[src/verilog/bsc_pkg.sv]
// bsc_pkg: constants for the buck supervisory control block
// assumes a 100 MHz core clock; register map sits behind AXI4-Lite
package bsc_pkg;
	// register byte offsets
	localparam logic [7:0] BSC_CTRL_OFS = 8'h00;
	localparam logic [7:0] BSC_STAT_OFS = 8'h04;
	localparam logic [7:0] BSC_OFFT_OFS = 8'h08;
	// control fields
	localparam int BSC_CTRL_PREBIAS_BIT = 0;
	localparam int BSC_CTRL_BRAKE_EN_BIT = 1;
	// status fields
	localparam int BSC_STAT_GDHI_BIT = 0;
	localparam int BSC_STAT_PG_BIT = 1;
	localparam int BSC_STAT_OVTRIP_BIT = 2;
	localparam int BSC_STAT_HSLATCH_BIT = 3;
	localparam int BSC_STAT_BRAKE_BIT = 4;
	localparam int BSC_STAT_ZC_LSB = 8;
	// reset values
	localparam logic [1:0] BSC_CTRL_RST = 2'h2;
	localparam logic [7:0] BSC_OFFT_RST = 8'h0a;
	// zero-crossing run length before low gate-drive level
	localparam int BSC_ZC_RUN = 256;
	// overvoltage qualify delay
	localparam int BSC_CLK_MHZ = 100;
	localparam int BSC_OV_DELAY_NS = 2500;
	localparam int BSC_OV_DELAY_CYC = (BSC_OV_DELAY_NS * BSC_CLK_MHZ) / 1000;
	// axi responses
	localparam logic [1:0] BSC_RESP_OKAY = 2'h0;
	localparam logic [1:0] BSC_RESP_SLVERR = 2'h2;
endpackage : bsc_pkg

[src/verilog/bsc_top.sv]
// bsc_top: gate-drive level choice, power-good window, overvoltage latch,
// freewheel braking and minimum off-time for a synchronous buck stage
// assumes comparator and pin inputs are asynchronous; aresetn is supply cycling
// Overview of operation
// - turn-on starts gate drive at high level
// - sample zero-cross at low-side drive falling edge
// - 256 consecutive crossings select low level
// - missed crossing clears count, high level
// - bias only, enable low: low level
// - power good high only inside window
// - falling threshold gives lower-side hysteresis
// - power good is open drain
// - enable low forces power good low
// - overvoltage trips after 2.5 us qualify
// - trip latches high side off, pg low
// - low side on while overvoltage persists
// - high side latch cleared only by reset
// - overvoltage watch active regardless of enable
// - skipped pulse enters braking, low side off
// - no braking during pre-biased start-up
// - overvoltage trip overrides braking, low side on
// - minimum off-time each period limits duty
// - enable low turns both drives off unless an overvoltage trip holds low side on
`timescale 1ns/100ps
module bsc_top
	import bsc_pkg::*;
#(
	parameter int ZC_RUN = BSC_ZC_RUN,
	parameter int OV_DELAY_CYC = BSC_OV_DELAY_CYC
) (
	input wire logic aclk,
	input wire logic aresetn,
	input wire logic clk_en,
	input wire logic enable_in,
	input wire logic bias_present,
	input wire logic pwm_in,
	input wire logic period_start,
	input wire logic zero_cross_cmp,
	input wire logic sense_above_ov,
	input wire logic sense_above_pg_rise,
	input wire logic sense_above_pg_fall,
	input wire logic [31:0] s_axi_awaddr,
	input wire logic s_axi_awvalid,
	output logic s_axi_awready,
	input wire logic [31:0] s_axi_wdata,
	input wire logic [3:0] s_axi_wstrb,
	input wire logic s_axi_wvalid,
	output logic s_axi_wready,
	output logic [1:0] s_axi_bresp,
	output logic s_axi_bvalid,
	input wire logic s_axi_bready,
	input wire logic [31:0] s_axi_araddr,
	input wire logic s_axi_arvalid,
	output logic s_axi_arready,
	output logic [31:0] s_axi_rdata,
	output logic [1:0] s_axi_rresp,
	output logic s_axi_rvalid,
	input wire logic s_axi_rready,
	output logic high_side_drive,
	output logic low_side_drive,
	output logic gate_drive_high_sel,
	output logic power_good_flag_o,
	output logic power_good_flag_oe
);
	localparam int NSYNC = 8;
	localparam int ZW = $clog2(ZC_RUN + 1);
	localparam int OW = $clog2(OV_DELAY_CYC + 1);

	// three-stage synchronisers; a change counts when stages two and three agree
	logic [NSYNC-1:0] raw_in;
	logic [NSYNC-1:0] s1;
	logic [NSYNC-1:0] s2;
	logic [NSYNC-1:0] s3;
	logic [NSYNC-1:0] clean;
	assign raw_in = {bias_present, pwm_in, period_start, zero_cross_cmp,
		sense_above_ov, sense_above_pg_rise, sense_above_pg_fall, enable_in};
	always_ff @(posedge aclk) begin
		if (!aresetn) begin
			s1 <= '0;
			s2 <= '0;
			s3 <= '0;
			clean <= '0;
		end else if (clk_en) begin
			s1 <= raw_in;
			s2 <= s1;
			s3 <= s2;
			clean <= (s2 & s3) | (clean & (s2 | s3));
		end
	end
	logic en_s, pgf_s, pgr_s, ov_s, zc_s, per_s, pwm_s, bias_s;
	assign {bias_s, pwm_s, per_s, zc_s, ov_s, pgr_s, pgf_s, en_s} = clean;

	// register file
	logic [1:0] ctrl;
	logic [7:0] off_cycles;
	logic prebias;
	logic brake_en;
	assign prebias = ctrl[BSC_CTRL_PREBIAS_BIT];
	assign brake_en = ctrl[BSC_CTRL_BRAKE_EN_BIT];

	// edge history for period start and low-side falling edge
	logic per_d;
	logic ls_d;
	always_ff @(posedge aclk) begin
		if (!aresetn) begin
			per_d <= 1'b0;
			ls_d <= 1'b0;
		end else if (clk_en) begin
			per_d <= per_s;
			ls_d <= low_side_drive;
		end
	end
	logic per_rise;
	logic ls_fall;
	assign per_rise = per_s & ~per_d;
	assign ls_fall = ls_d & ~low_side_drive;

	// zero-crossing run counter and gate-drive level
	logic [ZW-1:0] zc_count;
	logic en_d;
	always_ff @(posedge aclk) begin
		if (!aresetn) begin
			zc_count <= '0;
			gate_drive_high_sel <= 1'b1;
			en_d <= 1'b0;
		end else if (clk_en) begin
			en_d <= en_s;
			if (!en_s) begin
				zc_count <= '0;
				gate_drive_high_sel <= !bias_s;
			end else if (!en_d) begin
				zc_count <= '0;
				gate_drive_high_sel <= 1'b1;
			end else if (ls_fall) begin
				if (!zc_s) begin
					zc_count <= '0;
					gate_drive_high_sel <= 1'b1;
				end else if (zc_count == ZW'(ZC_RUN - 1)) begin
					zc_count <= ZW'(ZC_RUN);
					gate_drive_high_sel <= 1'b0;
				end else if (zc_count != ZW'(ZC_RUN)) begin
					zc_count <= zc_count + 1'b1;
				end
			end
		end
	end

	// overvoltage qualify timer and high-side latch, independent of enable
	logic [OW-1:0] ov_timer;
	logic ov_trip;
	logic hs_latch;
	always_ff @(posedge aclk) begin
		if (!aresetn) begin
			ov_timer <= '0;
			ov_trip <= 1'b0;
			hs_latch <= 1'b0;
		end else if (clk_en) begin
			if (!ov_s) begin
				ov_timer <= '0;
				ov_trip <= 1'b0;
			end else if (ov_timer == OW'(OV_DELAY_CYC - 1)) begin
				ov_trip <= 1'b1;
				hs_latch <= 1'b1;
			end else begin
				ov_timer <= ov_timer + 1'b1;
			end
		end
	end

	// power-good window with hysteresis on the lower threshold
	logic pg_state;
	always_ff @(posedge aclk) begin
		if (!aresetn) begin
			pg_state <= 1'b0;
		end else if (clk_en) begin
			if (!en_s || ov_trip || ov_s) begin
				pg_state <= 1'b0;
			end else if (!pg_state && pgr_s) begin
				pg_state <= 1'b1;
			end else if (pg_state && !pgf_s) begin
				pg_state <= 1'b0;
			end
		end
	end

	// braking: a period start with pwm low is a skipped pulse
	logic braking;
	always_ff @(posedge aclk) begin
		if (!aresetn) begin
			braking <= 1'b0;
		end else if (clk_en) begin
			if (!en_s || prebias || !brake_en || pwm_s) begin
				braking <= 1'b0;
			end else if (per_rise && !pwm_s) begin
				braking <= 1'b1;
			end
		end
	end

	// off-time counter: high side blocked for off_cycles after each period start
	logic [7:0] off_cnt;
	always_ff @(posedge aclk) begin
		if (!aresetn) begin
			off_cnt <= '0;
		end else if (clk_en) begin
			if (per_rise) begin
				off_cnt <= off_cycles;
			end else if (off_cnt != 8'h00) begin
				off_cnt <= off_cnt - 1'b1;
			end
		end
	end
	// off-time taken at period start; the window includes the period-start cycle itself
	logic in_off;
	assign in_off = (off_cnt != 8'h00) || per_rise;

	// drive outputs registered; overvoltage beats enable and braking
	always_ff @(posedge aclk) begin
		if (!aresetn) begin
			high_side_drive <= 1'b0;
			low_side_drive <= 1'b0;
			power_good_flag_o <= 1'b0;
			power_good_flag_oe <= 1'b1;
		end else if (clk_en) begin
			power_good_flag_o <= 1'b0;
			power_good_flag_oe <= !pg_state;
			if (ov_trip) begin
				high_side_drive <= 1'b0;
				low_side_drive <= 1'b1;
			end else if (!en_s) begin
				high_side_drive <= 1'b0;
				low_side_drive <= 1'b0;
			end else begin
				high_side_drive <= pwm_s && !hs_latch && !in_off;
				low_side_drive <= !pwm_s && !braking;
			end
		end
	end

	// axi4-lite slave: one write and one read at a time
	logic aw_got, w_got;
	logic [7:0] aw_addr;
	logic [31:0] w_data;
	logic [3:0] w_strb;
	always_ff @(posedge aclk) begin
		if (!aresetn) begin
			s_axi_awready <= 1'b1;
			s_axi_wready <= 1'b1;
			s_axi_bvalid <= 1'b0;
			s_axi_bresp <= BSC_RESP_OKAY;
			aw_got <= 1'b0;
			w_got <= 1'b0;
			aw_addr <= '0;
			w_data <= '0;
			w_strb <= '0;
			ctrl <= BSC_CTRL_RST;
			off_cycles <= BSC_OFFT_RST;
		end else if (clk_en) begin
			if (s_axi_awvalid && s_axi_awready) begin
				aw_got <= 1'b1;
				aw_addr <= s_axi_awaddr[7:0];
				s_axi_awready <= 1'b0;
			end
			if (s_axi_wvalid && s_axi_wready) begin
				w_got <= 1'b1;
				w_data <= s_axi_wdata;
				w_strb <= s_axi_wstrb;
				s_axi_wready <= 1'b0;
			end
			if (aw_got && w_got && !s_axi_bvalid) begin
				s_axi_bvalid <= 1'b1;
				s_axi_bresp <= BSC_RESP_OKAY;
				if (aw_addr == BSC_CTRL_OFS) begin
					if (w_strb[0]) ctrl <= w_data[1:0];
				end else if (aw_addr == BSC_OFFT_OFS) begin
					if (w_strb[0]) off_cycles <= w_data[7:0];
				end else if (aw_addr != BSC_STAT_OFS) begin
					s_axi_bresp <= BSC_RESP_SLVERR;
				end
			end
			if (s_axi_bvalid && s_axi_bready) begin
				s_axi_bvalid <= 1'b0;
				aw_got <= 1'b0;
				w_got <= 1'b0;
				s_axi_awready <= 1'b1;
				s_axi_wready <= 1'b1;
			end
		end
	end

	// read channel; status shows live block state
	logic [31:0] stat_word;
	always_comb begin
		stat_word = '0;
		stat_word[BSC_STAT_GDHI_BIT] = gate_drive_high_sel;
		stat_word[BSC_STAT_PG_BIT] = pg_state;
		stat_word[BSC_STAT_OVTRIP_BIT] = ov_trip;
		stat_word[BSC_STAT_HSLATCH_BIT] = hs_latch;
		stat_word[BSC_STAT_BRAKE_BIT] = braking;
		stat_word[BSC_STAT_ZC_LSB +: 9] = 9'(zc_count);
	end
	always_ff @(posedge aclk) begin
		if (!aresetn) begin
			s_axi_arready <= 1'b1;
			s_axi_rvalid <= 1'b0;
			s_axi_rdata <= '0;
			s_axi_rresp <= BSC_RESP_OKAY;
		end else if (clk_en) begin
			if (s_axi_arvalid && s_axi_arready) begin
				s_axi_arready <= 1'b0;
				s_axi_rvalid <= 1'b1;
				s_axi_rresp <= BSC_RESP_OKAY;
				case (s_axi_araddr[7:0])
					BSC_CTRL_OFS: s_axi_rdata <= {30'h0000_0000, ctrl};
					BSC_STAT_OFS: s_axi_rdata <= stat_word;
					BSC_OFFT_OFS: s_axi_rdata <= {24'h00_0000, off_cycles};
					default: begin
						s_axi_rdata <= 32'h0000_0000;
						s_axi_rresp <= BSC_RESP_SLVERR;
					end
				endcase
			end else if (s_axi_rvalid && s_axi_rready) begin
				s_axi_rvalid <= 1'b0;
				s_axi_arready <= 1'b1;
			end
		end
	end

	// checks: gate-drive level choice
	gd_start_a: assert property (@(posedge aclk) disable iff (!aresetn)
		clk_en && en_s && !en_d |=> gate_drive_high_sel)
		else $error("turn-on did not select high level");
	gd_bias_a: assert property (@(posedge aclk) disable iff (!aresetn)
		clk_en && !en_s && bias_s |=> !gate_drive_high_sel)
		else $error("bias-only idle not at low level");
	zc_low_a: assert property (@(posedge aclk) disable iff (!aresetn)
		clk_en && en_s && en_d && ls_fall && zc_s && zc_count == ZW'(ZC_RUN - 1)
		|=> !gate_drive_high_sel)
		else $error("full crossing run kept high level");
	zc_reset_a: assert property (@(posedge aclk) disable iff (!aresetn)
		clk_en && en_s && en_d && ls_fall && !zc_s |=> gate_drive_high_sel && zc_count == '0)
		else $error("missed crossing kept low level");
	// checks: power-good window and pin
	pg_rise_a: assert property (@(posedge aclk) disable iff (!aresetn)
		clk_en && !pg_state && !pgr_s |=> !pg_state)
		else $error("power good rose below rising threshold");
	pg_hyst_a: assert property (@(posedge aclk) disable iff (!aresetn)
		clk_en && en_s && !ov_s && !ov_trip && pg_state && pgf_s |=> pg_state)
		else $error("power good dropped inside hysteresis band");
	pg_en_a: assert property (@(posedge aclk) disable iff (!aresetn)
		clk_en && !en_s |=> !pg_state)
		else $error("power good with enable low");
	pg_od_a: assert property (@(posedge aclk) disable iff (!aresetn)
		!power_good_flag_o)
		else $error("power good driven high");
	// checks: overvoltage trip and high-side latch
	ov_delay_a: assert property (@(posedge aclk) disable iff (!aresetn)
		$rose(ov_trip) |-> $past(ov_s) && ov_timer == OW'(OV_DELAY_CYC - 1))
		else $error("trip before qualify delay");
	ov_hs_off_a: assert property (@(posedge aclk) disable iff (!aresetn)
		clk_en && ov_trip |=> !high_side_drive)
		else $error("high side on after trip");
	ov_ls_on_a: assert property (@(posedge aclk) disable iff (!aresetn)
		clk_en && ov_trip |=> low_side_drive)
		else $error("low side off during trip");
	latch_hold_a: assert property (@(posedge aclk) disable iff (!aresetn)
		hs_latch |=> hs_latch)
		else $error("high side latch cleared");
	// checks: braking, off-time and shutdown
	brake_ls_a: assert property (@(posedge aclk) disable iff (!aresetn)
		clk_en && en_s && !ov_trip && braking |=> !low_side_drive)
		else $error("low side on while braking");
	brake_pb_a: assert property (@(posedge aclk) disable iff (!aresetn)
		clk_en && prebias |=> !braking)
		else $error("braking in pre-bias");
	off_time_a: assert property (@(posedge aclk) disable iff (!aresetn)
		clk_en && !ov_trip && in_off |=> !high_side_drive)
		else $error("high side on inside off-time");
	shut_off_a: assert property (@(posedge aclk) disable iff (!aresetn)
		clk_en && !en_s && !ov_trip |=> !high_side_drive && !low_side_drive)
		else $error("drive during shutdown");
endmodule : bsc_top

[config.mk]
export PLATFORM = sky130hd
export DESIGN_NAME = bsc_top
export DESIGN_NICKNAME = d
export VERILOG_FILES = /design/src/verilog/bsc_pkg.sv /design/src/verilog/bsc_top.sv
export SDC_FILE = /design/constraint.sdc
export NUM_CORES = 1
export LEC_CHECK = 0
export ABC_AREA = 1
export BUFFER_PORTS_ARGS = -buffer_cell sky130_fd_sc_hd__buf_2
export CORE_MARGIN = 4
export CORE_UTILIZATION = 40
export CTS_CLUSTER_DIAMETER = 60
export DETAILED_ROUTE_END_ITERATION = 6
export GPL_ROUTABILITY_DRIVEN = 0
export GPL_TIMING_DRIVEN = 0
export PLACE_DENSITY = 0.63
export SYNTH_ARGS = -nofsm -noshare
export SYNTH_HDL_FRONTEND = slang
export SYNTH_SLANG_ARGS = --single-unit
[constraint.sdc]
create_clock -name aclk -period 3.85 [get_ports aclk]
set_input_delay 0.5775 -clock aclk [delete_from_list [all_inputs] [get_ports aclk]]
set_output_delay 0.5775 -clock aclk [all_outputs]
set_load 0.005 [all_outputs]
Word-level counts from Yosys, hierarchy flattened --
Cells that the tools add are included.
Word-level totals: flip-flop bits (word level) 138, input bits 116
Operators by class: bitwise operators 9, multiplexer cells 45, add/sub/neg operators 3, reduce and logical (&&, ||, !) cells 58, eq/ne operators 12
Operators with widths (count):
- 2-to-1 mux 9 bit | 6
- one-hot mux 17 bit (3 select lines) | 1
- 2-to-1 mux 8 bit | 4
- 2-to-1 mux 1 bit | 30
- AND reduction 2 bit | 13
- bitwise AND 8 bit | 2
- equality test 8 x 4 -> 1 bit, second input constant | 2
- zero test 8 bit | 2
- bitwise OR 8 bit | 2
- logical AND 1 bit | 13
- nonzero test 2 bit | 6
- zero test 1 bit | 10
- adder 9 x 1 -> 9 bit, second input constant | 1
- equality test 9 x 8 -> 1 bit, second input constant | 1
- != test 9 bit, second input constant | 1
- AND reduction 3 bit | 3
- adder 8 x 1 -> 8 bit, second input constant | 1
- equality test 8 x 3 -> 1 bit, second input constant | 1
- equality test 8 bit, second input constant | 1
- 2-to-1 mux 2 bit | 4
- != test 8 x 3 -> 1 bit, second input constant | 1
- nonzero test 8 bit | 1
- subtractor 8 x 1 -> 8 bit, second input constant | 1
- logical OR 1 bit | 6
- other kinds (11) | 14

Longest topological paths before layout --
Gate-level depths: netlist (run 1).
depth in word-level cells 7, depth in mapped cells 15

Worst setup path after synthesis (run 1) --
No wires, ideal clock.
path type register -> register, start point reg zc_count[0], end point reg zc_count[5], slack 1952 ps, stages on the path, launching flop included 15, clock period less this slack 1898 ps, arrival 1785 ps, cell sequence dfxtp_1 > ha_1 > nand2_1 > nor2_1 > inv_1 > nor4_1 > ha_1 > inv_1 > nand2_2 > nand2_2 > nand2_2 > buf_6 > nand2_1 > o21ai_1 > nor2_1
On the way: cells in the longest elaborated chain, start to end 7, elaborated cells on any way between the ends 11, those cells by class 1 x add/sub; 3 x eq/ne; 6 x mux; 1 x reduce/logical
Ends and longest elaborated chain:
- start, declared | line bsc_top.sv:119 | logic [ZW-1:0] zc_count;
- start signal, assigned | line bsc_top.sv:139 | zc_count <= ZW'(ZC_RUN);
- start signal, assigned | line bsc_top.sv:142 | zc_count <= zc_count + 1'b1;
- adder 9 x 1 -> 9 bit | line bsc_top.sv:142
- 2-to-1 mux 9 bit | line bsc_top.sv:141 | end else if (zc_count != ZW'(ZC_RUN)) begin
- 2-to-1 mux 9 bit | line bsc_top.sv:138 | end else if (zc_count == ZW'(ZC_RUN - 1)) begin
- 2-to-1 mux 9 bit | line bsc_top.sv:135 | if (!zc_s) begin
- 2-to-1 mux 9 bit | line bsc_top.sv:134 | end else if (ls_fall) begin
- 2-to-1 mux 9 bit | line bsc_top.sv:131 | end else if (!en_d) begin
- 2-to-1 mux 9 bit | line bsc_top.sv:128 | if (!en_s) begin
Parallel ways exist; a longest one is shown, timed or not. The select of a mux whose other input is x is not followed. A chain may end at the register's enable or synchronous reset.

Final worst setup path (run 1) --
Same ends and word-level chain as after synthesis.

==> results of run 1 <==
[per-layer routing]
| layer | part of all wire (%) | up-vias | track usage [%] |
|---|---|---|---|
| li1 | - | 2585 | - |
| met1 | 49 | 2216 | 26.6 |
| met2 | 42 | 150 | 27.6 |
| met3 | 6.9 | 22 | 5.17 |
| met4 | 2.1 | 0 | 7.61 |
| met5 | 0 | - | 0 |
[cell usage after synthesis]
library cell	number	area, sq um
nand3_1	36	180
nor4_1	1	6.26
a31oi_1	2	12.5
o21bai_1	1	7.51
nor2_1	84	315
buf_4	21	158
nand4_1	8	50.1
nand2_1	115	432
inv_1	80	300
clkinv_1	2	7.51
nand2_2	5	31.3
clkbuf_1	16	60.1
o21ai_2	1	8.76
a21oi_2	2	17.5
conb_1	1	3.75
a21oi_1	89	445
a21boi_0	1	7.51
nor3_1	7	35.0
o21ai_1	3	15.0
nor2_2	1	6.26
nor3_2	2	20.0
nor3b_1	2	15.0
nand3_2	1	10.0
o21ai_4	1	16.3
o21ai_0	96	480
ha_1	7	87.6
o211ai_1	3	22.5
a221oi_1	5	43.8
nor2_4	1	11.3
or2_2	1	6.26
dfxtp_1	121	2420
buf_6	1	11.3
buf_1	2	7.51
a211oi_1	1	7.51
buf_2	9	45.0
[area by class of cell]
type / instances / share of cell area (%)
well taps: 172 / 3.32
plain buffers: 49 / 4.34
multi-input cells: 494 / 36.3
clock inverters: 8 / 1.04
inverters: 82 / 4.74
clock buffers: 24 / 7.73
flip-flops and latches: 121 / 37.3
repair buffers: 67 / 5.17
[report_power, final]
group	internal, mW	switching [mW]
clock network	0.964	0.546
registers	1.34	0.0517
logic	0.204	0.354
total	2.51	0.952
[how the worst max path moves through the flow]
stage,start,endpoint,slack (ns)
after floorplan,zc_count[0],zc_count[5],1.95
after detailed placement,zc_count[0],zc_count[5],1.62
final,zc_count[0],zc_count[5],1.63
after CTS,zc_count[0],zc_count[5],1.60
after global routing,zc_count[0],zc_count[5],1.39
after global placement,zc_count[0],zc_count[5],1.64
[flip-flops by register name (all words and copies together), names as in the netlist, 8 cells and up]
signal,count
aw_addr,8
zc_count,9
s1,8
off_cycles,8
clean,8
off_cnt,8
w_data,8
s_axi_rdata,17
s3,8
s2,8
ov_timer,8
[cells in the final DEF, fill, tap and decap left out, types with 2 or more instances in the layout]
master     instances
clkinv_1           2
clkbuf_1          18
nor3_2             2
nand3_1           36
nand2_1          115
a221oi_1           5
ha_1               7
buf_4             21
dfxtp_1          121
o21ai_0           96
buf_2             76
nor3b_1            2
conb_1            18
buf_1              2
o211ai_1           3
inv_1             80
clkinv_2           6
nor3_1             7
nand4_1            8
clkbuf_8           5
nand2_2            5
o21ai_1            3
a21oi_2            2
a21oi_1           89
clkbuf_16         17
nor2_1            84
a31oi_1            2
[logic make-up (layout without fill, tap and decap cells)]
logic type / count (synthesis) / in the layout / synth area share (%)
AND/OR/NAND/NOR: 264 / 264 / 21.1
AO/OA/AOI/OAI: 205 / 205 / 20.4
buffers and inverters: 131 / 230 / 11.1
flip-flops: 121 / 121 / 45.6
adder cells (fa/ha/maj): 7 / 7 / 1.65
other: 1 / 18 / 0.0707
[tightest hold or removal path: cells and delay by family]
kind                   cells  cell delay [ns]
buffers and inverters      1             0.07
and+or+nand+nor            2             0.11
[metrics by stage]
stage	worst slack [ns]	hold slack [ns]	instance area [sq um]
3_3_place_gp	1.64	0.438	5920
3_5_place_dp	1.62	0.441	5920
6_report	1.63	0.371	6490
5_1_grt	1.39	0.381	6490
4_1_cts	1.60	0.369	6490
2_1_floorplan	1.95	0.420	5370
==> impl_metrics.env, run 1 <==
export IMPL_cap_violations=0
export IMPL_regToRegSetupSlack_ns=1.63
export IMPL_h_tree_depth=4
export IMPL_core_area_sq_um=12800
export IMPL_drtIter0Drc=353
export IMPL_dp_hpwl_microns=9860
export IMPL_worstHoldStart="zero_cross_cmp"
export IMPL_critical_path_depth=14
export IMPL_die_area_sq_um=15200
export IMPL_cp_max_fo=10
export IMPL_syn_to_final_growth_pct=22.3
export IMPL_whs_path_depth=3
export IMPL_min_path_type="primary input to flip-flop"
export IMPL_max_slew_worst_pin_slew_ns=0.758
export IMPL_wl_per_cell_microns=13.4
export IMPL_end_kind="flip-flop"
export IMPL_cts_resized_gates=0
export IMPL_clock_sinks=121
export IMPL_grt_pass1_vias=4523
export IMPL_crit_required_ns=4.16
export IMPL_syn_area_sq_um=5310
export IMPL_whs_endpoint="s1[4]"
export IMPL_cts_root_buf="clkbuf_16"
export IMPL_r2r_start="zc_count[0]"
export IMPL_instances_no_fill=1017
export IMPL_ys_seq_area_share_pct=45.6
export IMPL_seqCellArea_sq_um=2420
export IMPL_route_detailed_drc=0
export IMPL_initial_utilization_pct=41.4
export IMPL_vdd_drop_max_mv=0.205
export IMPL_timing_fmax_mhz=449
export IMPL_multi_input_area_sq_um=2360
export IMPL_vias=4973
export IMPL_die_y_microns=123
export IMPL_place_inst=985
export IMPL_cp_slowest_stage_delay_ns=0.42
export IMPL_crit_chain="ha_1 -> nand2_1 -> nor2_1 -> inv_1 -> nor4_1 -> ha_1 -> inv_1 -> nand2_2 -> nand2_2 -> nand2_2 -> buf_6 -> nand2_1 -> o21ai_1 -> nor2_1"
export IMPL_synth_cell_types=35
export IMPL_die_x_microns=123
export IMPL_hold_buffers=0
export IMPL_synth_cells=729
export IMPL_setup_viol=0
export IMPL_fin_crit_ns=2.22
export IMPL_postCtsSetupBuffers=0
export IMPL_fillers=1326
export IMPL_hold_viol=0
export IMPL_grt_overflow_total=0
export IMPL_cp_common_cell="nand2_2"
export IMPL_rows=41
export IMPL_path_buf_inv=3
export IMPL_cts_buffers=17
export IMPL_io_pins=162
export IMPL_io_buffers=67
export IMPL_grt_pass1_wl_microns=22300
export IMPL_status="complete, no violations"
export IMPL_cts_tree="done"
export IMPL_p_leak_nw=2.71
export IMPL_finClkSkew_ns=0.00831
export IMPL_ys_seq_elements=121
export IMPL_drive_above_1_share_pct=16.9
export IMPL_drtAntennaViolNets=0
export IMPL_crit_reg2reg_capture="zc_count[5]"
export IMPL_slew_viol_final=0
export IMPL_routed_wl_microns=13700
export IMPL_grt_max_degree=17
export IMPL_clkLatencyLatePin_ns=0.42
export IMPL_avgViaCountPerCell=4.89
export IMPL_drt_pass1_iterations=5
export IMPL_reg2regPathDepth=14
export IMPL_nets=955
export IMPL_critPathLaunchType="flip-flop"
export IMPL_antenna_found_initial=0
export IMPL_slew_headroom_pct=49.5
export IMPL_finalCritPeriodShare_pct=57.8
export IMPL_p_total_mw=3.46
export IMPL_powerDensity_nw_per_um2=534
export IMPL_syn_avg_cell_area_sq_um=7.28
export IMPL_cp_slowest_cell="dfxtp_1"
export IMPL_rsz0062_at_grt="no"
export IMPL_post_route_util_pct=50.6
export IMPL_clk_path_buf_depth=2
export IMPL_path_class="flip-flop to flip-flop"
export IMPL_tns_ns=0
export IMPL_cp_top_family="simple AND/OR/NAND/NOR gates"
export IMPL_ys_warnings_count=0
export IMPL_diodes=0
export IMPL_track_usage_pct=19.0
export IMPL_critPathArrivalTime_ns=2.54
export IMPL_clk_pin_slew_ns=0.05
Note: power is estimated with default switching activity, not from simulation.
==> run 2, diff against run 1 <==
==> constraint.sdc (replaced) <==
create_clock -name aclk -period 2.19 [get_ports aclk]
set_input_delay 0.3285 -clock aclk [delete_from_list [all_inputs] [get_ports aclk]]
set_output_delay 0.3285 -clock aclk [all_outputs]
set_load 0.005 [all_outputs]
==> run 2 against run 1 <==
  * Global-route usage about the same
  * Die area did not move
  * Combinational power is 74% higher
  * Sequential share of layout area down 0.12 points
  * Critical path type unchanged
  * Largest cell class unchanged
  * Highest routed layer unchanged
==> impl_metrics.env, run 2 (synthesis gave the netlist of run 1 again) <==
export IMPL_vias=5020
export IMPL_powerDensity_nw_per_um2=930
export IMPL_rows=41
export IMPL_h_tree_depth=4
export IMPL_clk_pin_slew_ns=0.05
export IMPL_grt_max_degree=17
export IMPL_vdd_drop_max_mv=0.360
export IMPL_pre_cts_ws_ns=-0.0363
export IMPL_path_class="flip-flop to flip-flop"
export IMPL_syn_to_final_growth_pct=23.1
export IMPL_cp_slowest_cell="dfxtp_4"
export IMPL_antenna_found_initial=0
export IMPL_nets=956
export IMPL_cp_slowest_stage_delay_ns=0.37
export IMPL_track_usage_pct=19.0
export IMPL_crit_required_ns=2.50
export IMPL_initial_utilization_pct=41.4
export IMPL_die_area_sq_um=15200
export IMPL_finClkSkew_ns=0.00811
export IMPL_hold_ws_ns=0.122
export IMPL_critPathLaunchType="flip-flop"
export IMPL_clock_sinks=121
export IMPL_min_path_type="primary input to flip-flop"
export IMPL_route_detailed_drc=0
export IMPL_clkLatencyLatePin_ns=0.42
export IMPL_avgViaCountPerCell=4.93
export IMPL_end_kind="flip-flop"
export IMPL_setup_slack_ns=0.122
export IMPL_cp_max_fo=10
export IMPL_crit_chain="ha_2 -> nand2_1 -> nor2_2 -> inv_1 -> nor4_4 -> ha_2 -> inv_1 -> nand2_2 -> nand2_2 -> nand2_2 -> buf_6 -> nand2_1 -> o21ai_2 -> nor2_1"
export IMPL_critPathArrivalTime_ns=2.38
export IMPL_wl_per_cell_microns=13.6
export IMPL_mostFrequentLayoutCells="119 x dfxtp_1, 115 x nand2_1, 96 x o21ai_0, 89 x a21oi_1, 83 x nor2_1"
export IMPL_multi_input_area_sq_um=2380
export IMPL_slew_headroom_pct=47.6
export IMPL_drt_pass1_iterations=7
export IMPL_io_buffers=67
export IMPL_cts_buffers=17
export IMPL_cts_root_buf="clkbuf_16"
export IMPL_cts_tree="done"
export IMPL_cap_violations=0
export IMPL_grt_pass1_vias=4533
export IMPL_fillers=1320
export IMPL_die_x_microns=123
export IMPL_hold_viol=0
export IMPL_final_area_sq_um=6530
export IMPL_seqCellArea_sq_um=2430
export IMPL_cp_common_cell="nand2_2"
export IMPL_drtAntennaViolNets=0
export IMPL_fin_crit_ns=2.07
export IMPL_core_area_sq_um=12800
export IMPL_drtIter0Drc=332
export IMPL_routed_wl_microns=13800
export IMPL_largest_reg_flops=17
export IMPL_p_leak_nw=2.73
export IMPL_clk_path_buf_depth=2
export IMPL_reg_largest_list="s_axi_rdata (17), zc_count (9)"
export IMPL_status="complete, no violations"
export IMPL_path_buf_inv=3
export IMPL_cp_top_family="simple AND/OR/NAND/NOR gates"
export IMPL_placed_cell_area_sq_um=5920
export IMPL_die_y_microns=123
export IMPL_final_common_cell="dfxtp_1"
export IMPL_timing_fmax_mhz=484
export IMPL_drive_above_1_share_pct=17.8
export IMPL_grt_pass1_wl_microns=22400
export IMPL_dp_hpwl_microns=9860
export IMPL_tns_ns=0
export IMPL_max_slew_worst_pin_slew_ns=0.786
export IMPL_setup_viol=0
export IMPL_top_register="s_axi_rdata"
export IMPL_slew_viol_final=0
export IMPL_grt_overflow_total=0
export IMPL_diodes=0
export IMPL_finalCritPeriodShare_pct=94.4
export IMPL_p_total_mw=6.07
export IMPL_io_pins=162
run 2: area by class of cell:
class | count | area share [%]
Buffer | 49 | 4.31
Timing Repair Buffer | 68 | 5.25
Inverter | 82 | 4.71
Tap cell | 172 | 3.30
Multi-Input combinational cell | 494 | 36.5
Sequential cell | 121 | 37.2
Clock inverter | 8 | 1.03
Clock buffer | 24 | 7.68
run 2: per-layer routing:
metal | global-route usage (%) | share of wire [%] | up-vias | wire [microns]
met4 | 7.61 | 2.2 | 0 | 303
met3 | 5.17 | 6.8 | 24 | 945
li1 | - | - | 2587 | -
met2 | 27.8 | 43 | 145 | 5910
met5 | 0 | 0 | - | 0
met1 | 26.6 | 48 | 2264 | 6640
run 2: worst register-to-register path, cell delays in order, from the launching register on:
cell,delay [ns]
dfxtp_4,0.37
ha_2,0.20
nand2_1,0.07
nor2_2,0.13
inv_1,0.09
nor4_4,0.17
ha_2,0.24
inv_1,0.05
nand2_2,0.09
nand2_2,0.07
nand2_2,0.09
buf_6,0.14
nand2_1,0.10
o21ai_2,0.13
nor2_1,0.04
run 2: stage by stage:
stage / util, % / instances
after floorplan: - / 746
after global placement: 46.2 / 985
after detailed placement: 46.2 / 985
after CTS: 50.7 / 1017
after global routing: 50.9 / 1018
final: 50.9 / 1018
run 2: timing repair:
| item | CTS | global route |
|---|---|---|
| hold buffers | 0 | 0 |
| buffers inserted | 0 | 1 |
| setup endpoints to repair | 3 | 9 |
| resized for setup | 3 | 7 |
| pin swaps | 0 | 2 |
run 2: path summary, 6_finish.rpt:
check	startpoint	end	slack, ns	depth (start not counted)
setup / recovery	zc_count[0]	zc_count[5]	0.12	14
hold / removal	zero_cross_cmp	s1[4]	0.12	3
setup reg to reg	zc_count[0]	zc_count[5]	0.12	14
hold reg to reg	w_data[4]	w_data[4]	0.45	2
run 2: power breakdown:
group | switching (mW) | internal [mW]
Clock | 0.957 | 1.69
Sequential | 0.0905 | 2.36
Combinational | 0.613 | 0.358
Total | 1.66 | 4.41
==> run 3, diff against run 2 <==
--- a/config.mk
+++ b/config.mk
@@ -10,9 +10,11 @@
 export CORE_MARGIN = 4
 export CORE_UTILIZATION = 40
 export CTS_CLUSTER_DIAMETER = 60
+export CTS_CLUSTER_SIZE = 14
 export DETAILED_ROUTE_END_ITERATION = 6
 export GPL_ROUTABILITY_DRIVEN = 0
 export GPL_TIMING_DRIVEN = 0
+export HOLD_SLACK_MARGIN = 0.12
 export PLACE_DENSITY = 0.63
 export SYNTH_ARGS = -nofsm -noshare
 export SYNTH_HDL_FRONTEND = slang
==> constraint.sdc (replaced) <==
create_clock -name aclk -period 2.15 [get_ports aclk]
set_input_delay 0.3225 -clock aclk [delete_from_list [all_inputs] [get_ports aclk]]
set_output_delay 0.3225 -clock aclk [all_outputs]
set_load 0.005 [all_outputs]
==> run 3 against run 2 <==
  * Setup slack worse by 0.022 ns
  * Global-route usage is 0.16 points higher
  * Non-clock buffer count is 7 higher
  * First-iteration DRC count is 1.8% higher
  * Critical path depth stayed put
  * Clock skew hardly changed
  * Critical path type unchanged
  * Largest power group unchanged
==> impl_metrics.env, run 3 (synthesis gave the netlist of run 1 again) <==
export IMPL_status="complete, no violations"
export IMPL_h_tree_depth=4
export IMPL_final_common_cell="dfxtp_1"
export IMPL_die_y_microns=123
export IMPL_cts_buffers=17
export IMPL_crit_chain="ha_4 -> nand2_1 -> nor2_2 -> inv_2 -> nor4_4 -> ha_2 -> inv_1 -> nand2_2 -> nand2_2 -> nand2_4 -> buf_6 -> nand2_1 -> o21ai_2 -> nor2_1"
export IMPL_drtAntennaViolNets=0
export IMPL_crit_end="zc_count[5]"
export IMPL_largest_reg_flops=17
export IMPL_track_usage_pct=19.2
export IMPL_post_route_util_pct=51.5
export IMPL_drive_above_1_share_pct=18.1
export IMPL_p_leak_nw=2.77
export IMPL_vias=5045
export IMPL_avgViaCountPerCell=4.92
export IMPL_setup_viol=0
export IMPL_grt_overflow_total=0
export IMPL_clk_path_buf_depth=2
export IMPL_antenna_found_initial=0
export IMPL_grt_busiest_layer="met2"
export IMPL_die_x_microns=123
export IMPL_r2r_start="zc_count[1]"
export IMPL_initial_utilization_pct=41.4
export IMPL_tns_ns=0
export IMPL_place_inst=985
export IMPL_diodes=0
export IMPL_io_buffers=67
export IMPL_path_class="flip-flop to flip-flop"
export IMPL_min_path_type="primary input to flip-flop"
export IMPL_fin_crit_ns=2.05
export IMPL_route_detailed_drc=0
export IMPL_timing_fmax_mhz=488
export IMPL_core_area_sq_um=12800
export IMPL_io_pins=162
export IMPL_regToRegSetupSlack_ns=0.1
export IMPL_cp_max_fo=5
export IMPL_critical_path_depth=14
export IMPL_crit_path_start="zc_count[1]"
export IMPL_reg2regPathDepth=14
export IMPL_cp_slowest_stage_delay_ns=0.38
export IMPL_p_total_mw=6.20
export IMPL_path_buf_inv=3
export IMPL_grt_max_degree=17
export IMPL_slew_viol_final=0
export IMPL_dp_hpwl_microns=9860
export IMPL_grt_pass1_vias=4582
export IMPL_grt_pass1_wl_microns=22600
export IMPL_drt_pass1_iterations=5
export IMPL_fillers=1305
export IMPL_powerDensity_nw_per_um2=937
export IMPL_slew_headroom_pct=48.6
export IMPL_cts_tree="done"
export IMPL_clkLatencyLatePin_ns=0.42
export IMPL_placed_cell_area_sq_um=5920
export IMPL_crit_required_ns=2.46
export IMPL_end_kind="flip-flop"
export IMPL_vdd_drop_max_mv=0.366
export IMPL_cap_violations=0
export IMPL_mostFrequentLayoutCells="119 x dfxtp_1, 115 x nand2_1, 96 x o21ai_0, 89 x a21oi_1, 83 x nor2_1"
export IMPL_reg_largest_list="s_axi_rdata (17), zc_count (9)"
export IMPL_routed_wl_microns=13800
export IMPL_use_met3_pct=5.17
export IMPL_wl_per_cell_microns=13.5
export IMPL_nets=963
export IMPL_crit_reg2reg_capture="zc_count[5]"
export IMPL_final_area_sq_um=6610
export IMPL_finalCritPeriodShare_pct=95.3
export IMPL_met1_usage_pct=26.8
export IMPL_grtUsageMet2_pct=28.1
export IMPL_die_area_sq_um=15200
export IMPL_cp_slowest_cell="dfxtp_4"
export IMPL_critPathLaunchType="flip-flop"
export IMPL_instances_no_fill=1025
export IMPL_finClkSkew_ns=0.00778
export IMPL_top_register="s_axi_rdata"
export IMPL_cp_top_family="simple AND/OR/NAND/NOR gates"
export IMPL_cts_root_buf="clkbuf_16"
export IMPL_syn_to_final_growth_pct=24.5
export IMPL_critPathArrivalTime_ns=2.36
export IMPL_clock_sinks=121
export IMPL_hold_viol=0
export IMPL_drtIter0Drc=338
export IMPL_max_slew_worst_pin_slew_ns=0.771
export IMPL_rows=41
export IMPL_clk_pin_slew_ns=0.05
run 3: changes by cell type in the layout (fill, tap and decap cells not counted), sizes merged:
cell,before,now
dlygate4sd3,0,5
buf,101,103
run 3: area by class of cell:
type	count	area, sq um	share of cell area [%]
Tap cell	172	215	3.26
Timing Repair Buffer	75	405	6.13
Multi-Input combinational cell	494	2400	36.3
Sequential cell	121	2430	36.8
Clock inverter	8	67.6	1.02
Buffer	49	282	4.26
Clock buffer	24	502	7.59
Inverter	82	308	4.66
run 3: where the power goes:
part	total [mW]	switching [mW]	leakage, nW	internal [mW]
Combinational	0.999	0.627	1.49	0.372
Clock	2.70	0.974	0.286	1.73
Sequential	2.50	0.0929	0.991	2.40
run 3: worst min path at each step:
| stage | startpoint | end | slack [ns] | cells after the start |
|---|---|---|---|---|
| final | enable_in | s1[0] | 0.12 | 3 |
| after floorplan | w_data[2] | w_data[2] | 0.42 | 2 |
| after detailed placement | w_data[4] | w_data[4] | 0.44 | 2 |
| after CTS | enable_in | s1[0] | 0.12 | 3 |
| after global routing | bias_present | s1[7] | 0.14 | 3 |
| after global placement | w_data[7] | w_data[7] | 0.44 | 2 |
run 3: worst register-to-register path, cell delays in order (launching register included):
cell and delay [ns]:
dfxtp_4 0.38, ha_4 0.14, nand2_1 0.06, nor2_2 0.14, inv_2 0.07, nor4_4 0.24, ha_2 0.24, inv_1 0.05
nand2_2 0.09, nand2_2 0.08, nand2_4 0.08, buf_6 0.11, nand2_1 0.09, o21ai_2 0.13, nor2_1 0.04
run 3: routing by layer:
metal	vias up	part of all wire (%)
met5	-	0
met4	0	2.0
li1	2601	-
met2	148	43
met1	2274	48
met3	22	7.1
run 3: through the flow:
stage | worst slack, ns | hold WS, ns
6_report | 0.100 | 0.123
2_1_floorplan | 0.252 | 0.420
4_1_cts | 0.0254 | 0.120
5_1_grt | -0.0273 | 0.139
3_5_place_dp | -0.0763 | 0.441
3_3_place_gp | -0.0559 | 0.438
run 3: repair_timing:
item                                    in CTS  in global routing
cloned                                       0                  1
endpoints found under the hold margin        5                  0
endpoints found under the setup margin       8                  9
resized for setup                            4                  9
pin swaps                                    0                  4
setup buffers                                0                  2
hold buffers                                 5                  0
